--- src/verilog/move_exec_pkg.sv ---
// Package for the literal and indirect move execution unit.
// Assumes a decode stage that presents one decoded instruction per cycle.
package move_exec_pkg;

  // Operation codes presented by the decode stage.
  typedef enum logic [2:0] {
    OP_IDLE        = 3'h0,
    OP_PAGE_LATCH  = 3'h1,
    OP_LIT_TO_ACC  = 3'h2,
    OP_ACC_TO_FILE = 3'h3,
    OP_ACC_TO_OPT  = 3'h4,
    OP_ACC_IND     = 3'h5,
    OP_ACC_IND_REL = 3'h6
  } op_t;

  // Pointer update modes of the indirect store.
  localparam logic [1:0] MODE_PRE_INC  = 2'h0;
  localparam logic [1:0] MODE_PRE_DEC  = 2'h1;
  localparam logic [1:0] MODE_POST_INC = 2'h2;
  localparam logic [1:0] MODE_POST_DEC = 2'h3;

  // Reset values.
  localparam logic [7:0]  ACC_RESET     = 8'h00;
  localparam logic [6:0]  PAGE_RESET    = 7'h00;
  localparam logic [7:0]  OPTION_RESET  = 8'hFF;
  localparam logic [15:0] POINTER_RESET = 16'h0000;
  localparam int          SYNC_STAGES   = 2;

  // Decoded instruction from the decode stage.
  typedef struct packed {
    logic        valid;
    op_t         op;
    logic [7:0]  literal;
    logic [6:0]  file_addr;
    logic        ptr_sel;
    logic [1:0]  pointer_update_mode;
    logic [5:0]  offset;
  } instr_t;

  // Write request toward the data memory file.
  typedef struct packed {
    logic        wr;
    logic        indirect;
    logic [15:0] addr;
    logic [7:0]  data;
  } mem_wr_t;

endpackage
--- src/verilog/literal_and_indirect_move_exec.sv ---
// Execution unit for the literal, store and indirect move instructions.
// Assumes the decode stage holds the instruction for one cycle and memory takes writes at once.
// Summary of operation
// - Page-latch load copies the 7-bit literal into the page latch; flags untouched.
// - Literal load places the 8-bit literal into the accumulator in one cycle.
// - File store writes the accumulator to the 7-bit file address in one cycle.
// - Indirect ports hold nothing; accesses go to the address in the selected pointer.
// - Indirect store decodes modes 00 pre-inc, 01 pre-dec, 10 post-inc, 11 post-dec.
// - Address is pointer+1, pointer-1, pointer+offset(-32..31), or pointer for post modes.
// - Pointer afterwards is +1 for increments, -1 for decrements, unchanged if relative.
// - Pointers are 16 bits and wrap modulo 65536 without fault.
// - Pointer updates and indirect stores alter no status flags.
// - Option load copies the accumulator into the option register.
`timescale 1ns/1ps
`default_nettype none

// Execution model in brief.
// Every valid instruction is taken at a rising edge and its effect is visible one cycle
// later. There is no stall and no multi-cycle instruction, so a new instruction may be
// presented on every cycle, back to back.
// Stores always use the accumulator value from before the edge at which they are taken,
// so a literal load followed at once by a store writes the new literal one cycle on.
// The write toward the data file is a one-cycle pulse; the data file must take it at once.
// Indirect stores carry a flag so that the data file can tell them from direct stores.
// Unknown operation codes and cycles without a valid instruction change nothing.
// No status flag is ever written by this unit, so its flag write strobe stays low.
// The widths are parameters for clarity only; the package carriers fix them, and the
// elaboration check below refuses any other value.

module literal_and_indirect_move_exec
  import move_exec_pkg::*;
#(
  parameter int ACC_WIDTH    = 8,
  parameter int PAGE_WIDTH   = 7,
  parameter int PTR_WIDTH    = 16,
  parameter int OFFSET_WIDTH = 6
)
(
  input  wire logic                  clk,
  input  wire logic                  nrst,
  input  wire instr_t                instr,
  output logic                       pc_advance,
  output logic [ACC_WIDTH-1:0]       accumulator,
  output logic [PAGE_WIDTH-1:0]      program_counter_high_latch,
  output logic [ACC_WIDTH-1:0]       option_config,
  output logic [PTR_WIDTH-1:0]       indirect_pointer0,
  output logic [PTR_WIDTH-1:0]       indirect_pointer1,
  output mem_wr_t                    mem_wr,
  output logic                       flags_write
);

  // Refuses widths that the package carriers cannot serve and a reset chain of fewer than two stages.
  if (ACC_WIDTH != 8 || PAGE_WIDTH != 7 || PTR_WIDTH != 16 || OFFSET_WIDTH != 6)
  begin : g_bad_width
    $error("Unsupported width parameter for the move execution unit.");
  end
  if (SYNC_STAGES < 2)
  begin : g_bad_sync
    $error("The reset release chain needs at least two stages.");
  end

  // State of the unit apart from the reset chain; every output is one field of it.
  typedef struct packed {
    logic                    pc_advance;
    logic                    flags_wr;
    logic [ACC_WIDTH-1:0]    acc;
    logic [PAGE_WIDTH-1:0]   page;
    logic [ACC_WIDTH-1:0]    option;
    logic [PTR_WIDTH-1:0]    ptr0;
    logic [PTR_WIDTH-1:0]    ptr1;
    mem_wr_t                 wr;
  } state_t;

  // Value of the whole state while reset is asserted.
  localparam state_t STATE_RESET = '{
    pc_advance: 1'h0,
    flags_wr:   1'h0,
    acc:        ACC_RESET,
    page:       PAGE_RESET,
    option:     OPTION_RESET,
    ptr0:       POINTER_RESET,
    ptr1:       POINTER_RESET,
    wr:         '0
  };

  // Offset that steps a pointer up by one; all ones steps it down by one.
  localparam logic [OFFSET_WIDTH-1:0] STEP_UP   = {{(OFFSET_WIDTH-1){1'h0}}, 1'h1};
  localparam logic [OFFSET_WIDTH-1:0] STEP_DOWN = '1;

  state_t                 state;
  state_t                 next_state;
  logic [SYNC_STAGES-1:0] rst_sync;
  logic                   rst_n;

  // Sign-extends an offset and adds it to a pointer; the sum wraps at the pointer width.
  function automatic logic [PTR_WIDTH-1:0] ptr_add
  (
    input logic [PTR_WIDTH-1:0]    p,
    input logic [OFFSET_WIDTH-1:0] k
  );
    ptr_add = p + {{(PTR_WIDTH-OFFSET_WIDTH){k[OFFSET_WIDTH-1]}}, k};
  endfunction

  // Steps a pointer by one, down when the mode's low bit is set.
  function automatic logic [PTR_WIDTH-1:0] ptr_step
  (
    input logic [PTR_WIDTH-1:0] p,
    input logic                 down
  );
    ptr_step = down ? ptr_add(p, STEP_DOWN) : ptr_add(p, STEP_UP);
  endfunction

  // Resolves the write address of a moded store: pre modes use the stepped pointer.
  function automatic logic [PTR_WIDTH-1:0] moded_address
  (
    input logic [PTR_WIDTH-1:0] p,
    input logic [1:0]           mode
  );
    case (mode)
      MODE_PRE_INC:  moded_address = ptr_step(p, 1'h0);
      MODE_PRE_DEC:  moded_address = ptr_step(p, 1'h1);
      MODE_POST_INC: moded_address = p;
      MODE_POST_DEC: moded_address = p;
      default:       moded_address = p;
    endcase
  endfunction

  // Reset release passes through two flip-flops; assertion is immediate.
  always_ff @(posedge clk or negedge nrst)
  begin
    if (!nrst)
      rst_sync <= '0;
    else
      rst_sync <= {rst_sync[SYNC_STAGES-2:0], 1'h1};
  end

  // Only the last stage of the chain resets the rest of the unit.
  assign rst_n = rst_sync[SYNC_STAGES-1];

  // Executes the presented instruction and forms the next state.
  always_comb
  begin
    logic [PTR_WIDTH-1:0] ptr;
    logic [PTR_WIDTH-1:0] ptr_after;
    ptr                   = instr.ptr_sel ? state.ptr1 : state.ptr0;
    ptr_after             = ptr_step(ptr, instr.pointer_update_mode[0]);
    next_state            = state;
    next_state.wr         = '0;
    next_state.flags_wr   = 1'h0;
    next_state.pc_advance = instr.valid;
    if (instr.valid)
    begin
      case (instr.op)
        OP_PAGE_LATCH:
        begin
          // Only the page latch changes; no flag is touched.
          next_state.page = instr.literal[PAGE_WIDTH-1:0];
        end
        OP_LIT_TO_ACC:
        begin
          // The whole literal lands in the accumulator in one cycle.
          next_state.acc = instr.literal;
        end
        OP_ACC_TO_FILE:
        begin
          // Direct store: the file address is zero-extended onto the memory address.
          next_state.wr.wr   = 1'h1;
          next_state.wr.addr = {{(PTR_WIDTH-7){1'h0}}, instr.file_addr};
          next_state.wr.data = state.acc;
        end
        OP_ACC_TO_OPT:
        begin
          // The option register takes the accumulator as it stood before this edge.
          next_state.option = state.acc;
        end
        OP_ACC_IND, OP_ACC_IND_REL:
        begin
          // The indirect port is never stored; the write goes to the pointer's target.
          next_state.wr.wr       = 1'h1;
          next_state.wr.indirect = 1'h1;
          next_state.wr.data     = state.acc;
          if (instr.op == OP_ACC_IND_REL)
          begin
            // Relative form leaves both pointers as they are.
            next_state.wr.addr = ptr_add(ptr, instr.offset);
          end
          else
          begin
            next_state.wr.addr = moded_address(ptr, instr.pointer_update_mode);
            // Both increment modes step up, both decrement modes step down.
            if (instr.ptr_sel)
              next_state.ptr1 = ptr_after;
            else
              next_state.ptr0 = ptr_after;
          end
        end
        default:
        begin
          // The idle instruction and unknown codes leave every register alone.
          next_state.wr = '0;
        end
      endcase
    end
  end

  // Registers the whole state on every edge.
  always_ff @(posedge clk or negedge rst_n)
  begin
    if (!rst_n)
      state <= STATE_RESET;
    else
      state <= next_state;
  end

  // Outputs come straight from the state flip-flops.
  assign pc_advance                 = state.pc_advance;
  assign accumulator                = state.acc;
  assign program_counter_high_latch = state.page;
  assign option_config              = state.option;
  assign indirect_pointer0          = state.ptr0;
  assign indirect_pointer1          = state.ptr1;
  assign mem_wr                     = state.wr;
  assign flags_write                = state.flags_wr;

endmodule

`default_nettype wire

--- config.mk ---
export PLATFORM = sky130hd
export DESIGN_NAME = literal_and_indirect_move_exec
export DESIGN_NICKNAME = d
export VERILOG_FILES = /design/src/verilog/move_exec_pkg.sv /design/src/verilog/literal_and_indirect_move_exec.sv
export SDC_FILE = /design/constraint.sdc
export NUM_CORES = 1
export LEC_CHECK = 0
export BUFFER_PORTS_ARGS = -buffer_cell sky130_fd_sc_hd__buf_2
export CAP_MARGIN = 25
export CORE_ASPECT_RATIO = 2
export CORE_MARGIN = 5
export CORE_UTILIZATION = 41
export CTS_BUF_LIST = sky130_fd_sc_hd__clkbuf_4
export CTS_CLUSTER_DIAMETER = 80
export CTS_CLUSTER_SIZE = 20
export DETAILED_ROUTE_END_ITERATION = 12
export PLACE_DENSITY = 0.71
export SYNTH_ARGS = -nofsm -noshare
export SYNTH_HDL_FRONTEND = slang
export SYNTH_SLANG_ARGS = --single-unit
--- constraint.sdc ---
create_clock -name clk -period 7.2 [get_ports clk]
set_input_delay 0.36 -clock clk [delete_from_list [all_inputs] [get_ports clk]]
set_output_delay 0.36 -clock clk [all_outputs]
set_load 0.01 [all_outputs]
==> results of run 1 <==
## through the flow
stage / util / cells / power, mW / worst slack, ns
2_1_floorplan: - / 538 / 1.21 / 4.04
6_report: 0.488 / 793 / 1.79 / 4.09
3_3_place_gp: 0.473 / 774 / 1.49 / 3.73
4_1_cts: 0.485 / 791 / 1.79 / 4.11
5_1_grt: 0.488 / 793 / 1.90 / 3.84
3_5_place_dp: 0.473 / 774 / 1.51 / 3.60
## layout make-up
| cell class | count | share of cell area |
|---|---|---|
| multi-input combinational | 415 | 0.478 |
| sequential | 84 | 0.356 |
| timing repair buffer | 115 | 0.102 |
| tap | 147 | 0.0309 |
| clock inverter | 7 | 0.0124 |
| clock buffer | 9 | 0.0114 |
| inverter | 15 | 0.00946 |
| antenna | 1 | 0.000421 |
## cell usage after synthesis (3+ instances only)
cell type and number:
sky130_fd_sc_hd__dfrtp_1 76, sky130_fd_sc_hd__nand2_1 53, sky130_fd_sc_hd__nor2_1 42, sky130_fd_sc_hd__o21ai_0 37, sky130_fd_sc_hd__mux2_2 29, sky130_fd_sc_hd__xnor2_1 29
sky130_fd_sc_hd__a21oi_1 22, sky130_fd_sc_hd__xor2_1 20, sky130_fd_sc_hd__ha_1 17, sky130_fd_sc_hd__inv_1 15, sky130_fd_sc_hd__clkbuf_1 14, sky130_fd_sc_hd__and2_1 13
sky130_fd_sc_hd__mux2i_1 13, sky130_fd_sc_hd__nand3_1 12, sky130_fd_sc_hd__nor3_1 12, sky130_fd_sc_hd__dfstp_2 8, sky130_fd_sc_hd__buf_2 7, sky130_fd_sc_hd__nand2b_1 7
sky130_fd_sc_hd__o22ai_1 7, sky130_fd_sc_hd__a211oi_1 6, sky130_fd_sc_hd__nor2b_1 6, sky130_fd_sc_hd__nor4_1 6, sky130_fd_sc_hd__o21a_1 6, sky130_fd_sc_hd__a31oi_1 5
sky130_fd_sc_hd__and3_1 5, sky130_fd_sc_hd__nand3b_1 5, sky130_fd_sc_hd__o31ai_1 5, sky130_fd_sc_hd__or3_1 5, sky130_fd_sc_hd__or2_2 4, sky130_fd_sc_hd__a22o_1 3
sky130_fd_sc_hd__nand4_1 3, sky130_fd_sc_hd__o211ai_1 3
## worst paths after layout
path	start	endpoint	slack (ns)	cells past startpoint
max	instr[8]	mem_wr[21]	4.09	11
min	instr[27]	pc_advance	0.04	1
max reg2reg	indirect_pointer1[1]	mem_wr[21]	4.25	10
min reg2reg	rst_sync[1]	mem_wr[11]	0.23	1
max in group asynchronous	rst_sync[1]	option_config[0]	6.35	2
min in group asynchronous	nrst	rst_sync[1]	0.19	2
## logic make-up after synthesis
group                    synth area share
XOR/XNOR                           0.0837
adder cells (fa/ha/maj)            0.0454
AND/OR/NAND/NOR                     0.184
AO/OA/AOI/OAI                       0.151
buffers and inverters              0.0339
multiplexers                       0.0891
flip-flops                          0.412
other                             0.00146
## state kept, by name, indices dropped and copies added (netlist names)
name and flops:
mem_wr 26, indirect_pointer1 16, program_counter_high_latch 7, rst_sync 2
pc_advance 1, accumulator 8, indirect_pointer0 16, option_config 8
## worst max-delay path: stages
cell	delay [ns]
sky130_fd_sc_hd__buf_2	0.65
sky130_fd_sc_hd__mux2i_1	0.50
sky130_fd_sc_hd__inv_1	0.15
sky130_fd_sc_hd__ha_1	0.31
sky130_fd_sc_hd__a211oi_1	0.26
sky130_fd_sc_hd__nor2_1	0.11
sky130_fd_sc_hd__o31ai_1	0.39
sky130_fd_sc_hd__o31ai_1	0.17
sky130_fd_sc_hd__o31ai_1	0.26
sky130_fd_sc_hd__xor2_1	0.17
sky130_fd_sc_hd__o32ai_1	0.09
## power groups by stage
stage / clock network [mW] / registers (mW) / logic [mW]
after global routing: 0.307 / 0.715 / 0.882
final: 0.280 / 0.699 / 0.809
after floorplan: 0 / 0.733 / 0.481
after CTS: 0.289 / 0.698 / 0.807
after global placement: 0 / 0.704 / 0.789
after detailed placement: 0 / 0.707 / 0.803
## layer usage
layer	up-vias	GRT usage	part of all wire
met4	0	0.128	0.058
met3	48	0.0440	0.053
met5	-	0	0
met2	161	0.402	0.56
met1	2140	0.213	0.33
li1	2115	-	-
==> Implementation_results.wiki, run 1 <==
{| class="wikitable"
! Metric !! Value
|-
| Status || finished clean
|-
| H-tree depth || 3
|-
| Number of buffers inserted by port buffering || 111
|-
| Number of global-route vias before repair || 4694
|-
| Worst-margin pin slew || 1.20 ns
|-
| CTS-repair resized insts || 0
|-
| Post-synth ARST share || 1.00
|-
| Number of nets with antenna violations after detailed routing || 0
|-
| Final net count || 688
|-
| Number of iterations in the first detailed-routing pass || 5
|-
| Hold Fails Final Rpt || 0
|-
| Clock buffers created by TritonCTS || 9
|-
| Data required time at the worst endpoint || 7.54 ns
|-
| Count of endpoints failing setup in the final report || 0
|-
| Period utilization || 0.432
|-
| Fraction of power consumed by sequential logic || 0.391
|-
| Total net switching power || 0.790 mW
|-
| Leading cell types by total area after synthesis || sky130_fd_sc_hd__dfrtp_1 37%, sky130_fd_sc_hd__mux2_2 6.4%, sky130_fd_sc_hd__xnor2_1 5.0%
|-
| Peak ir drop on the vdd network || 0.000196 V
|-
| Total global routing overflow || 0
|-
| Total wirelength of the detailed-routed design || 15.8 mm
|-
| Netlist area before placement || 0.00513 mm2
|-
| Dominant synthesized flop cell || sky130_fd_sc_hd__dfrtp_1
|-
| Number of nets produced by synthesis || 586
|-
| Pin count of the biggest net entering global routing || 83
|-
| Headroom to the max-slew limit || 0.200
|-
| Area share of the largest cell type after synthesis || 0.371
|-
| Y dimension of the die || 168 um
|-
| Seq/Total Area, Yosys || 0.412
|-
| Initial Utilization || 0.420
|-
| CTS tree || built
|-
| Flip-flop and latch area || 0.00212 mm2
|-
| Count of unique library cells instantiated by Yosys || 65
|-
| CTS root buffer || sky130_fd_sc_hd__clkbuf_4
|-
| Clock Tree Buf Depth || 2
|-
| CP Class || input port to flop
|-
| Layout cells sized above 1 || 0.282
|-
| Final RePlAce weighted congestion || 0.891
|-
| Layout overhead on the synthesized area || 16.0%
|-
| Crit path launch type || input port
|-
| Sw Ratio || 0.442
|-
| Area leader, netlist || sky130_fd_sc_hd__dfrtp_1
|-
| Count of routing violations after the opening detailed-route iteration || 202
|-
| Number of pins with negative max-slew slack in the final report || 0
|-
| Global-route wire length before repair || 24.4 mm
|-
| Die area || 0.0150 mm2
|-
| CTS Hold Buffers Added || 1
|-
| Chip width || 89.1 um
|-
| Internal power || 0.998 mW
|-
| Synth warnings || 0
|-
| Number of synthesized register bits || 84
|-
| Multi-input gate area in the final layout || 0.00284 mm2
|-
| Post-route standard cell area excluding fillers || 0.00595 mm2
|-
| Tightest hold margin || 0.0372 ns
|-
| Routed length per placed instance || 19.9 um
|-
| Commonest cells after routing, fill and taps aside || 111 x sky130_fd_sc_hd__buf_2, 75 x sky130_fd_sc_hd__dfrtp_1, 53 x sky130_fd_sc_hd__nand2_1
|-
| Standard-cell rows || 57
|-
| Post-Route Skew || 0.0191 ns
|-
| Endpoint arrival time on the critical path || 3.45 ns
|-
| Max-cap check violation count || 0
|-
| Clock transition at the register clock pins on the worst setup and hold paths after CTS || 0.14 ns
|-
| Critical-path maximum fanout || 49
|-
| RSZ-0062 raised after global routing || no
|-
| Syn Inst Count || 538
|-
| Post-Route Setup TNS || 0 ns
|-
| Total of fill cells in the finished design || 1159
|-
| Tot GR Track Use || 0.218
|-
| Total cell area at the placement stage || 0.00577 mm2
|-
| Post-detailed-placement half-perimeter wirelength || 12.5 mm
|-
| EDFF count, synth || 0
|-
| Avg Cell Area, Syn || 9.53 um2
|-
| Most common library cell in the layout ignoring fill and taps || sky130_fd_sc_hd__buf_2
|-
| Total leakage power || 2.92 nW
|-
| Max frequency || 321 MHz
|-
| Number of vias in the routed layout || 4464
|-
| Floorplan core area || 0.0122 mm2
|-
| Number of primary I/O pins || 113
|-
| Clk_lat worst skew || 0.48 ns
|-
| Initial antenna violation count || 1
|-
| HP Class || input port to flop
|-
| Critical Path Sink Type || flop
|-
| Post-CTS setup repair buffer count || 0
|-
| Share of total power in the clock network || 0.156
|-
| Via density || 5.63
|-
| Cell area power density || 300 mW/mm2
|-
| DRC || 0
|-
| Clock Sink Count || 84
|-
| Min cycle time layout || 3.11 ns
|-
| Share of power burned in combinational logic || 0.453
|}
Power figures use the tool's default switching activity.
==> inputs of run 2 (changes only) <==
--- a/config.mk
+++ b/config.mk
@@ -14,7 +14,7 @@
 export CTS_CLUSTER_DIAMETER = 80
 export CTS_CLUSTER_SIZE = 20
 export DETAILED_ROUTE_END_ITERATION = 12
-export PLACE_DENSITY = 0.71
+export PLACE_DENSITY = 0.74
 export SYNTH_ARGS = -nofsm -noshare
 export SYNTH_HDL_FRONTEND = slang
 export SYNTH_SLANG_ARGS = --single-unit
==> constraint.sdc (replaced) <==
create_clock -name clk -period 2.5 [get_ports clk]
set_input_delay 0.125 -clock clk [delete_from_list [all_inputs] [get_ports clk]]
set_output_delay 0.125 -clock clk [all_outputs]
set_load 0.01 [all_outputs]
==> run 2 against run 1 <==
  * Sequential cell count unchanged
  * First-iteration DRC count is 110% higher
  * Largest power group unchanged
  * Global-route usage up 0.49 points
  * Combinational power grew to 4.1 times the previous value
  * Wire length rose by 4.1%
  * Critical path depth fell by 2
  * Core utilization increased by 8.8 points
  * Count of clock-buffer cells in the layout stayed put
==> Implementation_results.wiki, run 2 (synthesis gave the netlist of run 1 again) <==
{| class="wikitable"
! Metric !! Value
|-
| Number of primary I/O pins || 113 (unchanged)
|-
| Global routing's busiest layer || met2
|-
| Final RePlAce weighted congestion || 1.00 (+13%)
|-
| Max frequency || 408 MHz
|-
| Final net count || 797 (+16%)
|-
| Post-Route Skew || 0.0256 ns (+0.00655 ns)
|-
| Status || finished clean
|-
| Total wirelength of the detailed-routed design || 16.4 mm (+4.1%)
|-
| CP Class || flop to flop
|-
| Fraction of power consumed by sequential logic || 0.312 (-0.079)
|-
| Met2 global-route usage || 0.404 (+0.00129)
|-
| Total of fill cells in the finished design || 1067 (-7.9%)
|-
| Ordered cell list for the critical path || mux2_2 -> ha_1 -> a21oi_1 -> nor2_1 -> a211oi_1 -> nand2_1 -> o21ai_1 -> xor2_1 -> o22ai_1
|-
| Commonest cells after routing, fill and taps aside || 111 x sky130_fd_sc_hd__buf_2, 94 x sky130_fd_sc_hd__buf_4, 75 x sky130_fd_sc_hd__dfrtp_1
|-
| Number of pins with negative max-slew slack in the final report || 0 (unchanged)
|-
| Critical-path maximum fanout || 7 (-86%)
|-
| Global-route wire length before repair || 25.6 mm (+4.9%)
|-
| Routed length per placed instance || 18.2 um (-8.5%)
|-
| Max-cap check violation count || 0 (unchanged)
|-
| Initial antenna violation count || 1 (unchanged)
|-
| Endpoint arrival time on the critical path || 2.80 ns (-0.65 ns)
|-
| Hold Fails Final Rpt || 0 (unchanged)
|-
| Most common library cell in the layout ignoring fill and taps || sky130_fd_sc_hd__buf_2
|-
| HP Class || input port to flop
|-
| Max stage delay on crit path || 0.49 ns (-0.16 ns)
|-
| Critical Path Sink Type || flop
|-
| Total net switching power || 2.45 mW (+210%)
|-
| Number of iterations in the first detailed-routing pass || 5 (unchanged)
|-
| Count of endpoints failing setup in the final report || 0 (unchanged)
|-
| Data required time at the worst endpoint || 2.85 ns (-4.69 ns)
|-
| Total global routing overflow || 0 (unchanged)
|-
| Internal power || 3.73 mW (+270%)
|-
| Min cycle time layout || 2.45 ns
|-
| Met3 routing resource usage after global routing || 0.0479 (+0.00391)
|-
| Layout overhead on the synthesized area || 36.9%
|-
| H-tree depth || 3 (unchanged)
|-
| Number of global-route vias before repair || 5192 (+11%)
|-
| Layout cells sized above 1 || 0.403 (+0.121)
|-
| Delay-heaviest family, CP || compound AO/OA/AOI/OAI gates
|-
| Met1 Usage GRT || 0.225 (+0.0120)
|-
| Share of total power in the clock network || 0.150 (-0.006)
|-
| Worst-margin pin slew || 0.749 ns (-0.451 ns)
|-
| Clock transition at the register clock pins on the worst setup and hold paths after CTS || 0.16 ns (+0.02 ns)
|-
| Count of routing violations after the opening detailed-route iteration || 418 (+110%)
|-
| Highest-delay cell along the critical path || sky130_fd_sc_hd__dfrtp_1
|-
| Post-detailed-placement half-perimeter wirelength || 13.0 mm (+4.4%)
|-
| Number of buffers inserted by port buffering || 111 (unchanged)
|-
| Sw Ratio || 0.397 (-0.0454)
|-
| Clock buffers created by TritonCTS || 9 (unchanged)
|-
| CTS tree || built
|-
| Cell area power density || 881 mW/mm2 (+190%)
|-
| Peak ir drop on the vdd network || 0.000524 V (+170%)
|-
| CTS root buffer || sky130_fd_sc_hd__clkbuf_4
|-
| RSZ-0062 raised after global routing || no
|-
| Fin util || 0.576 (+0.0879)
|-
| Initial Utilization || 0.420 (unchanged)
|-
| Post-Route Setup TNS || 0 ns (unchanged)
|-
| Via density || 5.47 (-2.8%)
|-
| Chip width || 89.1 um (unchanged)
|-
| Tightest hold margin || 0.109 ns (+0.0719 ns)
|-
| Total leakage power || 3.45 nW (+18%)
|-
| Period utilization || 0.980
|-
| Crit path launch type || flop
|-
| DRC || 0 (unchanged)
|-
| Pin count of the biggest net entering global routing || 44 (-47%)
|-
| Clock Tree Buf Depth || 2 (unchanged)
|-
| Clock Sink Count || 84 (unchanged)
|-
| Largest register FFs || 26 (unchanged)
|-
| Floorplan core area || 0.0122 mm2 (unchanged)
|-
| Number of nets with antenna violations after detailed routing || 0 (unchanged)
|-
| Number of vias in the routed layout || 4935 (+11%)
|-
| Standard-cell rows || 57 (unchanged)
|-
| Buffers plus inverters on the worst setup path || 0 (-2)
|-
| Tot GR Track Use || 0.223 (+0.00486)
|-
| Headroom to the max-slew limit || 0.500 (+0.300)
|-
| Share of power burned in combinational logic || 0.538 (+0.085)
|-
| Y dimension of the die || 168 um (unchanged)
|-
| Die area || 0.0150 mm2 (unchanged)
|-
| Clk_lat worst skew || 0.46 ns (-0.02 ns)
|}
-- run 2: cell types whose count changed in the layout (fill, tap and decap cells not counted), sizes merged --
cell         delta
buf            +92
bufinv          +2
dlygate4sd3    +17
inv             -2
-- run 2: through the flow --
stage	instances	worst slack [ns]	total power [mW]	area [um2]
after floorplan	538	0.00118	3.55	5190
after global placement	861	-0.210	4.89	6470
after detailed placement	861	-0.251	4.96	6470
after CTS	898	-0.00771	5.99	6880
after global routing	902	0.00133	6.57	7020
final	902	0.0500	6.19	7020
-- run 2: layout make-up --
class                   instances  area (um2)  area share
well taps                     147         184      0.0262
clock buffers                   9        67.6     0.00962
flip-flops and latches         84        2120       0.301
multi-input cells             415        3040       0.432
repair buffers                224        1460       0.208
diodes                          1        2.50    0.000356
clock inverters                 7        98.8      0.0141
inverters                      15        56.3     0.00802
-- run 2: timing repair --
action                                 CTS  global route
setup buffers                            3             3
pin swaps                                3            15
hold buffers                            18             0
setup endpoints to repair                6            12
endpoints found under the hold margin   25             0
cloned                                   0             0
gates resized for setup                  9            25
-- run 2: tightest hold or removal path, cell delays in order --
cell and delay [ns]:
sky130_fd_sc_hd__buf_2 0.11, sky130_fd_sc_hd__ha_4 0.20, sky130_fd_sc_hd__nand2_1 0.04, sky130_fd_sc_hd__a21boi_0 0.07
-- run 2: layer usage --
layer,vias up,wire (um)
met2,200,8960
met4,0,949
met3,65,1070
met1,2342,5450
met5,-,0
li1,2328,-
-- run 2: worst paths after layout --
path,from,end,slack [ns],cells past startpoint
max in group asynchronous,rst_sync[1],indirect_pointer0[11],1.58,1
worst max-delay path,indirect_pointer1[9],mem_wr[20],0.05,9
worst min register to register,rst_sync[1],mem_wr[3],0.31,0
min in group asynchronous,rst_sync[1],mem_wr[3],0.31,0
worst max register to register,indirect_pointer1[9],mem_wr[20],0.05,9
worst min-delay path,instr[0],mem_wr[8],0.11,4
-- run 2: power by group through the flow --
stage	combinational, mW	sequential, mW	clock [mW]
global route	3.59	1.98	1.01
floorplan	1.43	2.12	0
detailed placement	3.02	1.94	0
CTS	3.13	1.92	0.940
finish	3.33	1.93	0.929
global placement	2.95	1.93	0
==> inputs of run 3 (changes only) <==
--- a/config.mk
+++ b/config.mk
@@ -7,14 +7,16 @@
 export LEC_CHECK = 0
 export BUFFER_PORTS_ARGS = -buffer_cell sky130_fd_sc_hd__buf_2
 export CAP_MARGIN = 25
+export CELL_PAD_IN_SITES_DETAIL_PLACEMENT = 2
+export CELL_PAD_IN_SITES_GLOBAL_PLACEMENT = 2
 export CORE_ASPECT_RATIO = 2
 export CORE_MARGIN = 5
-export CORE_UTILIZATION = 41
+export CORE_UTILIZATION = 31
 export CTS_BUF_LIST = sky130_fd_sc_hd__clkbuf_4
 export CTS_CLUSTER_DIAMETER = 80
 export CTS_CLUSTER_SIZE = 20
 export DETAILED_ROUTE_END_ITERATION = 12
-export PLACE_DENSITY = 0.74
+export PLACE_DENSITY = 0.86
 export SYNTH_ARGS = -nofsm -noshare
 export SYNTH_HDL_FRONTEND = slang
 export SYNTH_SLANG_ARGS = --single-unit
==> run 3 against run 2 <==
  * The run now ends with setup timing left
  * Sequential share of layout area fell by 2.2 points
  * Combinational power grew 35%
  * Non-clock buffer count up 33
  * Fmax is 14% lower
  * Sequential cell count is the same
  * Via count is 20% higher
  * Clock skew increased by 0.012 ns
  * Count of clock-buffer cells in the layout stayed put
  * Final cell count up 10%
  * Hold slack worse by 0.096 ns
  * Wire length up 92%
  * Die area up 29%
  * Highest routed layer unchanged
==> Implementation_results.wiki, run 3 (synthesis gave the netlist of run 1 again) <==
{| class="wikitable"
! Metric !! Value
|-
| Failing checks || setup timing
|-
| DRC || 0 (unchanged)
|-
| Total global routing overflow || 0 (unchanged)
|-
| H-tree depth || 3 (unchanged)
|-
| Non-filler cells, final || 994 (+10%)
|-
| Total of fill cells in the finished design || 1679 (+57%)
|-
| Clock buffers created by TritonCTS || 9 (unchanged)
|-
| Post-Route Skew || 0.0378 ns (+0.0122 ns)
|-
| Number of primary I/O pins || 113 (unchanged)
|-
| Data required time at the worst endpoint || 2.87 ns (+0.02 ns)
|-
| Cell area power density || 978 mW/mm2 (+11%)
|-
| Max frequency || 352 MHz (-14%)
|-
| Total wirelength of the detailed-routed design || 31.6 mm (+92%)
|-
| Pin count of the biggest net entering global routing || 58 (+32%)
|-
| Number of iterations in the first detailed-routing pass || 5 (unchanged)
|-
| Buffers plus inverters on the worst setup path || 4 (+4)
|-
| Via density || 5.94 (+8.6%)
|-
| Layout overhead on the synthesized area || 48.7%
|-
| Commonest cells after routing, fill and taps aside || 125 x sky130_fd_sc_hd__buf_4, 111 x sky130_fd_sc_hd__buf_2, 67 x sky130_fd_sc_hd__dfrtp_1
|-
| Tot GR Track Use || 0.299 (+0.0756)
|-
| Hold Fails Final Rpt || 0 (unchanged)
|-
| Endpoint arrival time on the critical path || 3.21 ns (+0.41 ns)
|-
| Status || complete, but fails checks
|-
| Initial antenna violation count || 1 (unchanged)
|-
| Floorplan core area || 0.0163 mm2 (+33%)
|-
| Global routing's busiest layer || met2
|-
| Max-cap check violation count || 0 (unchanged)
|-
| FF-to-FF setup slack || -0.34 ns (-0.39 ns)
|-
| Number of vias in the routed layout || 5908 (+20%)
|-
| Headroom to the max-slew limit || 0.369 (-0.130)
|-
| Count of routing violations after the opening detailed-route iteration || 343 (-18%)
|-
| Post-placement setup slack || -0.581 ns (-0.329 ns)
|-
| Chip width || 101 um (+13%)
|-
| Layout cells sized above 1 || 0.480 (+0.0771)
|-
| Number of nets with antenna violations after detailed routing || 0 (unchanged)
|-
| Peak ir drop on the vdd network || 0.000500 V (-4.6%)
|-
| CTS tree || built
|-
| Post-detailed-placement half-perimeter wirelength || 18.2 mm (+40%)
|-
| Clock Sink Count || 84 (unchanged)
|-
| Global-route wire length before repair || 42.6 mm (+66%)
|-
| Final RePlAce weighted congestion || 0.891 (-11%)
|-
| Largest register FFs || 26 (unchanged)
|-
| Minimum setup slack in the final design || -0.339 ns (-0.389 ns)
|-
| Met3 routing resource usage after global routing || 0.0593 (+0.0113)
|-
| Die area || 0.0194 mm2 (+29%)
|-
| CTS root buffer || sky130_fd_sc_hd__clkbuf_4
|-
| Count of endpoints failing setup in the final report || 15 (+15)
|-
| Crit path launch type || flop
|-
| Max stage delay on crit path || 0.59 ns (+0.10 ns)
|-
| RSZ-0062 raised after global routing || yes
|-
| Met1 Usage GRT || 0.277 (+0.0516)
|-
| Met2 global-route usage || 0.557 (+0.154)
|-
| Final net count || 830 (+4.1%)
|-
| CP Class || flop to flop
|-
| Clock Tree Buf Depth || 2 (unchanged)
|-
| HP Class || input port to flop
|-
| Standard-cell rows || 66 (+16%)
|-
| Delay-heaviest family, CP || compound AO/OA/AOI/OAI gates
|-
| Most common library cell in the layout ignoring fill and taps || sky130_fd_sc_hd__buf_4
|-
| Min cycle time layout || 2.84 ns (+0.389 ns)
|-
| Routed length per placed instance || 31.8 um (+75%)
|-
| Clock transition at the register clock pins on the worst setup and hold paths after CTS || 0.19 ns (+0.03 ns)
|-
| Clk_lat worst skew || 0.54 ns (+0.08 ns)
|-
| Number of global-route vias before repair || 6660 (+28%)
|-
| Worst-margin pin slew || 0.946 ns (+0.197 ns)
|-
| Period utilization || 1.14 (+0.156)
|-
| Number of pins with negative max-slew slack in the final report || 0 (unchanged)
|-
| Total power || 7.46 mW (+21%)
|-
| Total leakage power || 3.64 nW (+5.7%)
|-
| Number of buffers inserted by port buffering || 111 (unchanged)
|-
| Ordered cell list for the critical path || mux2i_4 -> inv_2 -> ha_4 -> buf_6 -> a211oi_4 -> nor2_4 -> o31ai_2 -> buf_4 -> buf_6 -> o21ai_0 -> o21ai_0
|-
| Highest-delay cell along the critical path || sky130_fd_sc_hd__o21ai_0
|-
| Critical-path maximum fanout || 3 (-4)
|-
| Dpl cells || 933 (+8.4%)
|-
| Y dimension of the die || 192 um (+14%)
|-
| Critical Path Sink Type || flop
|-
| Initial Utilization || 0.315 (-0.105)
|}
==> run 3: cell type report <==
class,count,area [um2],area share
well taps,204,255,0.0335
clock inverters,7,80.1,0.0105
flip-flops and latches,84,2130,0.279
repair buffers,257,1720,0.225
multi-input cells,415,3310,0.435
clock buffers,9,67.6,0.00886
diodes,3,7.51,0.000985
inverters,15,56.3,0.00739
==> run 3: report_power, final <==
part / total [mW] / internal [mW] / switching [mW]
Combinational: 4.49 / 1.96 / 2.53
Clock: 0.957 / 0.321 / 0.637
Sequential: 2.01 / 1.69 / 0.324
==> run 3: repair_timing <==
item / in CTS / in global routing
hold endpoints to repair: 25 / 0
pin swaps: 18 / 19
buffers inserted: 15 / 9
hold buffers: 18 / 0
setup endpoints to repair: 15 / 28
gates resized for setup: 45 / 53
==> run 3: worst paths after layout <==
kind	start	endpoint	cells past startpoint
max	indirect_pointer0[0]	mem_wr[13]	11
min	instr[25]	mem_wr[24]	3
max reg2reg	indirect_pointer0[0]	mem_wr[13]	11
min reg2reg	rst_sync[1]	mem_wr[21]	0
max in group asynchronous	rst_sync[1]	indirect_pointer0[5]	1
min in group asynchronous	rst_sync[1]	mem_wr[21]	0
==> run 3: routing by layer <==
metal  up-vias  wire length [um]
met3       176              1600
met4         0              3190
met5         -                 0
met2       334             16700
met1      3003             10100
li1       2395                 -
==> run 3: stage by stage <==
step / setup TNS [ns] / util / area (um2) / hold slack [ns]
6_report: -1.95 / 0.469 / 7620 / 0.0134
2_1_floorplan: 0 / - / 5190 / -0.171
5_1_grt: -2.25 / 0.469 / 7620 / 0.0270
4_1_cts: -0.169 / 0.449 / 7310 / 0.0355
3_5_place_dp: -4.13 / 0.409 / 6660 / -0.0856
3_3_place_gp: -1.06 / 0.409 / 6660 / -0.0877
==> run 3: tightest hold or removal path, stage by stage <==
cell and delay [ns]:
sky130_fd_sc_hd__buf_2 0.15, sky130_fd_sc_hd__nand2b_1 0.09, sky130_fd_sc_hd__a21oi_1 0.14
